==> config.mk <==
export PLATFORM = sky130hd
export DESIGN_NAME = scan_tap
export DESIGN_NICKNAME = d
export VERILOG_FILES = /design/src/design/snoop_fifo.v /design/src/design/scan_tap.v
export VERILOG_INCLUDE_DIRS = /design/src /design/src/design
export SDC_FILE = /design/constraint.sdc
export NUM_CORES = 2
export LEC_CHECK = 0
export BUFFER_PORTS_ARGS = -buffer_cell sky130_fd_sc_hd__buf_4
export CORE_AREA = 2 2 434 436
export DETAILED_ROUTE_END_ITERATION = 6
export DIE_AREA = 0 0 436 438
export SLEW_MARGIN = 5
export SYNTH_ARGS = -nofsm -noshare
export SYNTH_HDL_FRONTEND = slang
export SYNTH_SLANG_ARGS = --single-unit
==> constraint.sdc <==
create_clock -name clk_in -period 3.8 [get_ports clk_in]
set_input_delay 0.57 -clock clk_in [delete_from_list [all_inputs] [get_ports clk_in]]
set_output_delay 0.57 -clock clk_in [all_outputs]
set_load 0.01 [all_outputs]
==> src/design/tap_defs.vh <==
`ifndef TAP_DEFS_VH
`define TAP_DEFS_VH

// ************************************************************
// Scan chain geometry
// ************************************************************
`define IR_LEN 3
// Smallest variant; other variants use 417, 465 or 645 cells
`define BSR_LEN 273
`define SNOOP_WIDTH 8
`define SNOOP_DEPTH 16
`define SNOOP_AW 4
`define SNOOP_CNT_W 3
`define SNOOP_LAST 3'h7

// ************************************************************
// Instruction codes and capture pattern
// ************************************************************
`define OP_EXTEST 3'h0
`define OP_SAMPLE 3'h5
`define OP_BYPASS 3'h7
`define IR_CAPTURE 3'h1

// ************************************************************
// Data register selection
// ************************************************************
`define SEL_BYPASS 1'h0
`define SEL_BOUNDARY 1'h1

`endif

==> src/design/snoop_fifo.v <==
`timescale 1ns/1ps

module snoop_fifo
#(
   parameter WIDTH = 8,
   parameter DEPTH = 16,
   parameter AW = 4
)
(
   input wire clk_in,
   input wire sys_rst_in,
   input wire ce_in,
   input wire in_valid_in,
   output wire in_ready_out,
   input wire [WIDTH-1:0] in_data_in,
   output reg out_valid_out,
   input wire out_ready_in,
   output reg [WIDTH-1:0] out_data_out
);

   reg [WIDTH-1:0] mem [0:DEPTH-1];
   reg [AW-1:0] wr_ptr;
   reg [AW-1:0] rd_ptr;
   reg [AW:0] count;
   wire push;
   wire pop;

   // Count covers the array only; output register is an extra slot
   assign in_ready_out = (count != DEPTH[AW:0]);
   assign push = in_valid_in && in_ready_out;
   assign pop = (count != {(AW+1){1'b0}}) && (!out_valid_out || out_ready_in);

   // ************************************************************
   // Storage and pointers
   // ************************************************************
   always @(posedge clk_in)
   begin
      if (sys_rst_in)
      begin
         wr_ptr <= {AW{1'b0}};
         rd_ptr <= {AW{1'b0}};
         count <= {(AW+1){1'b0}};
         out_valid_out <= 1'b0;
         out_data_out <= {WIDTH{1'b0}};
      end
      else if (ce_in)
      begin
         if (push)
         begin
            mem[wr_ptr] <= in_data_in;
            wr_ptr <= wr_ptr + 1'b1;
         end
         if (pop)
         begin
            out_data_out <= mem[rd_ptr];
            rd_ptr <= rd_ptr + 1'b1;
            out_valid_out <= 1'b1;
         end
         else if (out_ready_in)
            out_valid_out <= 1'b0;
         count <= count + {{AW{1'b0}}, push} - {{AW{1'b0}}, pop};
      end
   end

endmodule // snoop_fifo

==> src/design/scan_tap.v <==
// Operation
// Sample/preload captures the pin states without disturbing the core and loads a pattern.
// Extest drives the pins from the boundary register and captures the input pins.
// Bypass puts a one-bit register between data in and data out, core running normally.
// The instruction register is three bits and each instruction scan shifts three bits.
// The boundary register holds a fixed variant-dependent number of cells, shifted whole.
// Test port inputs are weakly pulled up so an undriven input reads high.
// The port follows the sixteen-state TMS machine; all-ones and unknown codes select bypass.
`timescale 1ns/1ps
`include "tap_defs.vh"

module scan_tap
(
   input wire clk_in,
   input wire sys_rst_in,
   input wire ce_in,
   input wire tck_in,
   input wire tms_in,
   input wire tdi_in,
   output reg tdo_out,
   output reg tdo_oe_n_out,
   input wire [`BSR_LEN-1:0] core_out_in,
   input wire [`BSR_LEN-1:0] pin_in,
   output reg [`BSR_LEN-1:0] pin_out,
   output reg [`BSR_LEN-1:0] core_in_out,
   output wire test_mode_out,
   output wire [`SNOOP_WIDTH-1:0] scan_data_out,
   output wire scan_valid_out,
   input wire scan_ready_in,
   output wire scan_fill_ready_out,
   output reg scan_overflow_out
);

   // ************************************************************
   // TAP state codes
   // ************************************************************
   localparam [3:0] TLR = 4'h0;
   localparam [3:0] RTI = 4'h1;
   localparam [3:0] SEL_DR = 4'h2;
   localparam [3:0] CAP_DR = 4'h3;
   localparam [3:0] SH_DR = 4'h4;
   localparam [3:0] EX1_DR = 4'h5;
   localparam [3:0] PA_DR = 4'h6;
   localparam [3:0] EX2_DR = 4'h7;
   localparam [3:0] UPD_DR = 4'h8;
   localparam [3:0] SEL_IR = 4'h9;
   localparam [3:0] CAP_IR = 4'hA;
   localparam [3:0] SH_IR = 4'hB;
   localparam [3:0] EX1_IR = 4'hC;
   localparam [3:0] PA_IR = 4'hD;
   localparam [3:0] EX2_IR = 4'hE;
   localparam [3:0] UPD_IR = 4'hF;

   reg tck_s1, tck_s2, tck_q;
   reg tms_s1, tms_s2;
   reg tdi_s1, tdi_s2;
   reg [`BSR_LEN-1:0] pin_s1, pin_s2;
   reg [3:0] state;
   reg [3:0] next_state;
   reg [`IR_LEN-1:0] ir;
   reg [`IR_LEN-1:0] ir_shift;
   reg [`BSR_LEN-1:0] bsr_shift;
   reg [`BSR_LEN-1:0] bsr_upd;
   reg bypass_bit;
   reg [`SNOOP_WIDTH-1:0] snoop_byte;
   reg [`SNOOP_CNT_W-1:0] snoop_cnt;
   reg snoop_push;
   wire tck_rise;
   wire tck_fall;
   wire fill_ready;

   // Decode of the active instruction to a data register
   function sel_of;
      input [`IR_LEN-1:0] code;
      begin
         if (code == `OP_EXTEST || code == `OP_SAMPLE)
            sel_of = `SEL_BOUNDARY;
         else
            sel_of = `SEL_BYPASS;
      end
   endfunction

   // ************************************************************
   // Pin synchronisers
   // ************************************************************
   // Pads carry pull-ups, so idle TMS and TDI are taken as high; TCK stages reset low
   always @(posedge clk_in)
   begin
      if (sys_rst_in)
      begin
         tck_s1 <= 1'b0;
         tck_s2 <= 1'b0;
         tck_q <= 1'b0;
         tms_s1 <= 1'b1;
         tms_s2 <= 1'b1;
         tdi_s1 <= 1'b1;
         tdi_s2 <= 1'b1;
         pin_s1 <= {`BSR_LEN{1'b0}};
         pin_s2 <= {`BSR_LEN{1'b0}};
      end
      else if (ce_in)
      begin
         tck_s1 <= tck_in;
         tck_s2 <= tck_s1;
         tck_q <= tck_s2;
         tms_s1 <= tms_in;
         tms_s2 <= tms_s1;
         tdi_s1 <= tdi_in;
         tdi_s2 <= tdi_s1;
         pin_s1 <= pin_in;
         pin_s2 <= pin_s1;
      end
   end

   // Edges seen only after both stages, never on the first
   assign tck_rise = tck_s2 && !tck_q;
   assign tck_fall = !tck_s2 && tck_q;

   // ************************************************************
   // TMS state machine
   // ************************************************************
   always @*
   begin
      case (state)
         TLR: next_state = tms_s2 ? TLR : RTI;
         RTI: next_state = tms_s2 ? SEL_DR : RTI;
         SEL_DR: next_state = tms_s2 ? SEL_IR : CAP_DR;
         CAP_DR: next_state = tms_s2 ? EX1_DR : SH_DR;
         SH_DR: next_state = tms_s2 ? EX1_DR : SH_DR;
         EX1_DR: next_state = tms_s2 ? UPD_DR : PA_DR;
         PA_DR: next_state = tms_s2 ? EX2_DR : PA_DR;
         EX2_DR: next_state = tms_s2 ? UPD_DR : SH_DR;
         UPD_DR: next_state = tms_s2 ? SEL_DR : RTI;
         SEL_IR: next_state = tms_s2 ? TLR : CAP_IR;
         CAP_IR: next_state = tms_s2 ? EX1_IR : SH_IR;
         SH_IR: next_state = tms_s2 ? EX1_IR : SH_IR;
         EX1_IR: next_state = tms_s2 ? UPD_IR : PA_IR;
         PA_IR: next_state = tms_s2 ? EX2_IR : PA_IR;
         EX2_IR: next_state = tms_s2 ? UPD_IR : SH_IR;
         UPD_IR: next_state = tms_s2 ? SEL_DR : RTI;
         default: next_state = TLR;
      endcase
   end

   // ************************************************************
   // Capture and shift on the rising test clock
   // ************************************************************
   always @(posedge clk_in)
   begin
      if (sys_rst_in)
      begin
         state <= TLR;
         ir_shift <= `IR_CAPTURE;
         bsr_shift <= {`BSR_LEN{1'b0}};
         bypass_bit <= 1'b0;
      end
      else if (ce_in && tck_rise)
      begin
         state <= next_state;
         case (state)
            CAP_IR: ir_shift <= `IR_CAPTURE;
            // Three-bit path, LSB leaves first
            SH_IR: ir_shift <= {tdi_s2, ir_shift[`IR_LEN-1:1]};
            CAP_DR:
            begin
               // Same capture for both: pins only, core untouched
               if (sel_of(ir) == `SEL_BOUNDARY)
                  bsr_shift <= pin_s2;
               else
                  bypass_bit <= 1'b0;
            end
            SH_DR:
            begin
               if (sel_of(ir) == `SEL_BOUNDARY)
                  bsr_shift <= {tdi_s2, bsr_shift[`BSR_LEN-1:1]};
               else
                  bypass_bit <= tdi_s2;
            end
            default: bypass_bit <= bypass_bit;
         endcase
      end
   end

   // ************************************************************
   // Update and data out on the falling test clock
   // ************************************************************
   always @(posedge clk_in)
   begin
      if (sys_rst_in)
      begin
         ir <= `OP_BYPASS;
         bsr_upd <= {`BSR_LEN{1'b0}};
         tdo_out <= 1'b1;
         tdo_oe_n_out <= 1'b1;
      end
      else if (ce_in && tck_fall)
      begin
         // Out is enabled only while a shift state is held
         tdo_oe_n_out <= !(state == SH_IR || state == SH_DR);
         if (state == SH_IR)
            tdo_out <= ir_shift[0];
         else if (sel_of(ir) == `SEL_BOUNDARY)
            tdo_out <= bsr_shift[0];
         else
            tdo_out <= bypass_bit;
         case (state)
            TLR: ir <= `OP_BYPASS;
            UPD_IR: ir <= ir_shift;
            // Preload for sample, drive pattern for extest
            UPD_DR:
            begin
               if (sel_of(ir) == `SEL_BOUNDARY)
                  bsr_upd <= bsr_shift;
            end
            default: ir <= ir;
         endcase
      end
   end

   assign test_mode_out = (ir == `OP_EXTEST);

   // ************************************************************
   // Pin and core paths
   // ************************************************************
   // Only extest takes the pins away from the core
   always @(posedge clk_in)
   begin
      if (sys_rst_in)
      begin
         pin_out <= {`BSR_LEN{1'b0}};
         core_in_out <= {`BSR_LEN{1'b0}};
      end
      else if (ce_in)
      begin
         pin_out <= test_mode_out ? bsr_upd : core_out_in;
         core_in_out <= pin_s2;
      end
   end

   // ************************************************************
   // Shift data snoop into the stream buffer
   // ************************************************************
   // Test clock cannot be held, so a full buffer drops bytes and flags it
   always @(posedge clk_in)
   begin
      if (sys_rst_in)
      begin
         snoop_byte <= {`SNOOP_WIDTH{1'b0}};
         snoop_cnt <= {`SNOOP_CNT_W{1'b0}};
         snoop_push <= 1'b0;
         scan_overflow_out <= 1'b0;
      end
      else if (ce_in)
      begin
         snoop_push <= 1'b0;
         if (snoop_push && !fill_ready)
            scan_overflow_out <= 1'b1;
         if (tck_rise && state == SH_DR)
         begin
            snoop_byte <= {tdi_s2, snoop_byte[`SNOOP_WIDTH-1:1]};
            snoop_cnt <= snoop_cnt + 1'b1;
            if (snoop_cnt == `SNOOP_LAST)
               snoop_push <= 1'b1;
         end
         else if (tck_rise && state == CAP_DR)
            snoop_cnt <= {`SNOOP_CNT_W{1'b0}};
      end
   end

   assign scan_fill_ready_out = fill_ready;

   snoop_fifo #(
      .WIDTH(`SNOOP_WIDTH),
      .DEPTH(`SNOOP_DEPTH),
      .AW(`SNOOP_AW)
   ) u_fifo (
      .clk_in(clk_in),
      .sys_rst_in(sys_rst_in),
      .ce_in(ce_in),
      .in_valid_in(snoop_push),
      .in_ready_out(fill_ready),
      .in_data_in(snoop_byte),
      .out_valid_out(scan_valid_out),
      .out_ready_in(scan_ready_in),
      .out_data_out(scan_data_out)
   );

endmodule // scan_tap

# Word-level counts from Yosys, hierarchy flattened
# Memories as Yosys holds them, arrays and structs flattened. A register that Yosys moved wholly into a read port is not among the register bits.
# Index checks and enable logic that the tools add are counted.
dict set report classes {
  addsub 5
  mul 0
  n_div 0
  magnitude_cmp 0
  eq_ne 22
  shift 0
  muxes 47
  bitwise_logic 0
  n_reduce_logical 39
}
# operator n
set ops {}
lappend ops {{two-way mux 273 bit} 3}
lappend ops {{case mux 273 bit (2 select lines)} 1}
lappend ops {{case mux 4 bit (12 select lines)} 1}
lappend ops {{== test 4 bit (second input constant)} 8}
lappend ops {{two-way mux 1 bit} 28}
lappend ops {{== test 4 x 3 -> 1 bit (second input constant)} 4}
lappend ops {{two-way mux 4 bit} 4}
lappend ops {{AND reduction 2 bit} 8}
lappend ops {{two-way mux 3 bit} 4}
lappend ops {{case mux 3 bit (2 select lines)} 2}
lappend ops {{nonzero test 2 bit} 5}
lappend ops {{logical AND 1 bit} 9}
lappend ops {{adder 4 x 1 -> 4 bit (second input constant)} 2}
lappend ops {{== test 4 x 2 -> 1 bit (second input constant)} 2}
lappend ops {{!= test 2 bit (second input constant)} 4}
lappend ops {{AND reduction 4 bit} 2}
lappend ops {{== test 3 bit (second input constant)} 2}
lappend ops {{two-way mux 2 bit} 3}
lappend ops {{adder 5 x 1 -> 5 bit} 1}
lappend ops {{logical NOT 1 bit} 5}
lappend ops {{!= test 5 bit (second input constant)} 1}
lappend ops {{nonzero test 5 bit} 1}
lappend ops {{subtractor 5 x 1 -> 5 bit} 1}
lappend ops {{== test 4 x 1 -> 1 bit (second input constant)} 1}
lappend ops {{other kinds (8)} 11}
dict set report word_totals {
  regBits 1685
  latch_bits 0
  ram_bits 128
  rom_bits 0
  input_bits 553
  output_inout_bits 560
  wordCells 141
  mem_count 1
}
# memory words width rd rd_clocked_by_memory_dff write_ports line
set mem_list {}
lappend mem_list {u_fifo.mem 16 8 1 1 1 snoop_fifo.v:21} ;# reg [WIDTH-1:0] mem [0:DEPTH-1];

# Logic depth before layout (Yosys ltp)
dict set report logic_depth {
  word_depth 8
  mapped_depth 12
  ltp_nobuf 12
}

# Hierarchy
# Synthesis repeated with hierarchy kept, for this count alone.
dict set report unflattened {
  cells_unflattened 7377
  hier_area_um2 68358.1
}
# module instances cells_each area_per_inst_um2
set by_module_without_submodules {}
lappend by_module_without_submodules {scan_tap 1 7046 62207.2}
lappend by_module_without_submodules {snoop_fifo 1 331 6150.9}

# Worst setup path before layout
# No wires, ideal clock.
dict set report synth_path {
  path_kind {reg-to-reg}
  from {reg u_fifo.count[3]}
  to {reg u_fifo.count[4]}
  t_arrival_ps 2902
  required_time_ps 3679
  path_slack_ps 777
  stages_incl_launch_ff 13
  period_less_slack_ps 3023
  path_cell_list {dfxtp_1 > inv_1 > ha_1 > or4b_2 > and2_1 > ha_1 > inv_1 > ha_1 > fa_1 > a21oi_1 > o21bai_1 > mux2i_1 > mux2_2}
}
# element line
set synth_rtl {}
lappend synth_rtl {{start, declared} snoop_fifo.v:24} ;# reg [AW:0] count;
lappend synth_rtl {{start signal, assigned} snoop_fifo.v:42} ;# count <= {(AW+1){1'b0}};
lappend synth_rtl {{start signal, assigned} snoop_fifo.v:61} ;# count <= count + {{AW{1'b0}}, push} - {{AW{1'b0}}, pop};
lappend synth_rtl {{nonzero test 5 bit} snoop_fifo.v:31} ;# assign pop = (count != {(AW+1){1'b0}}) && (!out_valid_out || out_ready_in);
lappend synth_rtl {{logical AND 1 bit} snoop_fifo.v:31}
lappend synth_rtl {{net u_fifo.pop} snoop_fifo.v:26} ;# wire pop;
lappend synth_rtl {{subtractor 5 x 1 -> 5 bit} snoop_fifo.v:61}
# The timed path passes the listed nets, and every way through them passes these cells.
# A chain may end at the register's enable or synchronous reset.

# Worst setup path in the final report
# Same ends and word-level chain as after synthesis.

==> impl_results.md <==
- Max Clock Freq: approximately 0.31 GHz
- Routed Wire Length: roughly 220 mm
- Final Setup Violations: 0
- CP Cell Sequence: inv_1, ha_1, or4b_2, and2_1, ha_1, inv_1, ha_1, fa_1, a21oi_1, o21bai_1, mux2i_1, mux2_2
- Number of flops mapped to enable cells by yosys: around 130
- #FFs+latches synth: between 1,500 and 2,000
- Comb power frac: 8.7%
- Clock transition at path regs: approximately 60 ps
- Gate Count Post-Synth: 7,071
- Register area: between 30,000 and 40,000 um^2
- Grt total ovfl: 0
- Status: complete, no violations
- Total number of vias: around 56,000
- Total GRT Usage: 21.7%
- Cell type with the largest total area after synthesis: dfxtp_1
- Cell seen most often among critical-path stages: ha_1
- Worst-Margin Slew: ~1300 ps
- Clk Latency, worst-skew pair: around 840 ps
- Via-per-instance ratio: roughly 5
- Netlist cell types: between 50 and 60
- Layout cell share with drive strength beyond 1: ~18%
- Core Area: between 150,000 and 200,000 um^2
- Total CTS buffers: roughly 190
- Fillers: about 17,000
- Post-synth net total: around 7,600
- Vias in the first global route: 53,330
- Global routing usage on met2: roughly 37%
- Async S/R FF share, synth: 0%
- Crit share post-route: ~84%
- IO Port Bufs: ~1,100
- MaxCap Viol Count: 0
- Worst slew margin: 13.8%
- Fin crit period: about 3200 ps
- RSZ-0062 raised after global routing: no
- Setup TNS Final: 0 ps
- Met3 usage: between 3 and 4%
- Largest net degree at the start of global routing: 259
- H-tree levels: 4
- Fin. Hold Viols: 0
- Post-synth top flop: dfxtp_1
- Area growth syn-to-layout: 32.1%
- Net Sw Frac: 23.8%
- CTS resizes: 0
- CTS root buf: clkbuf_16
- Synth area leaders: dfxtp_1 49%, mux2i_1 16%, nor2_1 9.2%
- Register share of total power: 47.8%
- Num rows: about 160
- Worst Path Max Fanout: 4
- Critical Path AT: ~3900 ps
- Clock Skew: 38.5 ps
- GR peak layer: met2
- Final GP Congestion: roughly 0.9
- Routed Antenna Nets: 0
- Switching power: a little over 10,000 uW
- Global-route wire length before repair: approximately 330 mm
- Hold Path Class: primary input to flip-flop
- DRT iter0 DRCs: between 3,000 and 4,000
- Post-Syn Area per Cell: 9.69 um^2
- IO Pins: 1,113
- Clock Path Buffers: 3
- Post-CTS Setup Inserts: 0
- Synth warn: 0
- R2R Setup Slk: roughly 600 ps
- DRC: 0
- Die Width: 436 um
- Die Y: ~440 um
- Clk sinks: approximately 1,800
- Internal: 32,400 uW
- Final slew viol count: 0
- Starting density of the core: approximately 37%
- Syn Std Cell Area: roughly 69,000 um^2
- CTS Hold Bufs: 538
- Critical Path RT: between 4000 and 5000 ps
- Leakage: 0.0365 uW
- Worst setup margin: 600 ps
- Share of the yosys chip area belonging to registers: a little under three fifths
- Peak VDD IR: between 0.3 and 0.4 mV
- CP Class: flip-flop to flip-flop
- Post-synth top area share: around half
- Initial antenna violation count: 11
- Clock network fraction of total power: about 44%
- Die area: approximately 190,000 um^2
- Crit. End Element: flip-flop
- Placed wire-length estimate: between 100 and 150 mm
- CTS tree: built
- Pre-CTS setup slack: around 560 ps
- 1st-pass router iterations: 6
- Critical path's slowest cell: or4b_2
- CP max stage delay: around 650 ps
- Multi-input gate area: around 28,000 um^2
- GR Util met1: a little over a quarter
- Final nets: between 8,000 and 9,000
- Worst Setup Start Kind: flip-flop
- Wire per inst: 19.6 um
- Pwr/cell area: around 470 nW/um^2
-- area by class of cell --
| class | instances | area share, % |
|---|---|---|
| Antenna cell | 7 | 0.0193 |
| Sequential cell | 1821 | 41.7 |
| Inverter | 13 | 0.0622 |
| Timing Repair Buffer | 1734 | 16.5 |
| Clock inverter | 61 | 0.760 |
| Tap cell | 2495 | 3.45 |
| Clock buffer | 281 | 6.11 |
| Multi-Input combinational cell | 4654 | 31.4 |
-- path summary, 6_finish.rpt --
check                        from               to  depth (start not counted)
setup / recovery  u_fifo.count[3]  u_fifo.count[4]                         12
hold / removal         pin_in[72]       pin_s1[72]                          3
setup reg to reg  u_fifo.count[3]  u_fifo.count[4]                         12
hold reg to reg            tdi_s1           tdi_s2                          1
-- cells in the mapped netlist, drive strengths merged, types with 13 or more instances --
master and instances:
clkbuf 450, edfxtp 128, mux2i 1118, nor2 1680, ha 13, nand2 1122
buf 133, mux4 32, a311oi 548, a21oi 22, dfxtp 1693, inv 13
-- per-layer routing --
layer / share of wire, % / up-vias
met4: 4.4 / 6
met1: 42 / 26703
li1: - / 26956
met2: 49 / 1522
met3: 4.6 / 401
met5: 0.020 / -
-- sequential cells by signal (all words and copies together), names as in the netlist, 3 cells and up --
name                 count
pin_s2                 273
u_fifo.count             5
u_fifo.rd_ptr            4
pin_out                273
bsr_shift              273
state                    4
bsr_upd                273
u_fifo.out_data_out      8
snoop_byte               8
u_fifo.mem             128
core_in_out            273
ir                       3
pin_s1                 273
snoop_cnt                3
u_fifo.wr_ptr            4
ir_shift                 3
-- cells by family after synthesis --
group                      Yosys count  share of synthesized area (%)
muxes                             1152                           17.4
DFF                               1821                           55.1
adders and majority gates           14                          0.267
AOI/OAI and AO/OA                  613                           7.66
and+or+nand+nor                   2865                           16.0
buffers and inverters              596                           3.48
xor gates and xnor gates            10                          0.128
-- worst max-delay path, delay by kind of cell, from the launching register on --
family	cells	cell delay, ps
AOI/OAI and AO/OA	2	240
adders and majority gates	4	1090
buffers and inverters	2	140
DFF	1	320
muxes	2	500
and+or+nand+nor	2	830
-- placed cells by master (no fill, tap or decap), types with 8 or more instances in the layout --
cell,n
nand3b_1,11
buf_12,45
o221ai_1,8
nand2_1,1122
a311oi_1,548
clkbuf_8,46
inv_1,12
mux4_2,32
a21oi_1,22
ha_1,13
nor2_1,1680
dfxtp_1,1691
mux2i_1,1118
buf_4,1149
nor3_1,10
clkbuf_16,189
clkbuf_1,46
clkinv_2,30
dlygate4sd3_1,538
nor2b_1,8
edfxtp_1,128
-- power groups by stage --
| stage | logic [uW] | clock network (uW) | registers, uW |
|---|---|---|---|
| 2_1_floorplan | 1770 | 0 | 20700 |
| 3_3_place_gp | 3170 | 0 | 20700 |
| 3_5_place_dp | 3200 | 0 | 20700 |
| 4_1_cts | 3680 | 18900 | 20300 |
| 5_1_grt | 3970 | 19700 | 20400 |
| 6_report | 3680 | 18500 | 20300 |
-- through the flow --
stage                     std cells  utilization (%)  power (uW)  hold slack (ps)  instance area, um^2
after floorplan                7071                -       22400              431                68500
after global placement        10179             42.3       23900              441                78900
after detailed placement      10179             42.3       23900              448                78900
after CTS                     11059             48.5       42900            0.976                90500
after global routing          11064             48.5       44000             37.0                90600
final                         11066             48.5       42500             84.2                90600
Note: power is estimated with default switching activity, not from simulation.
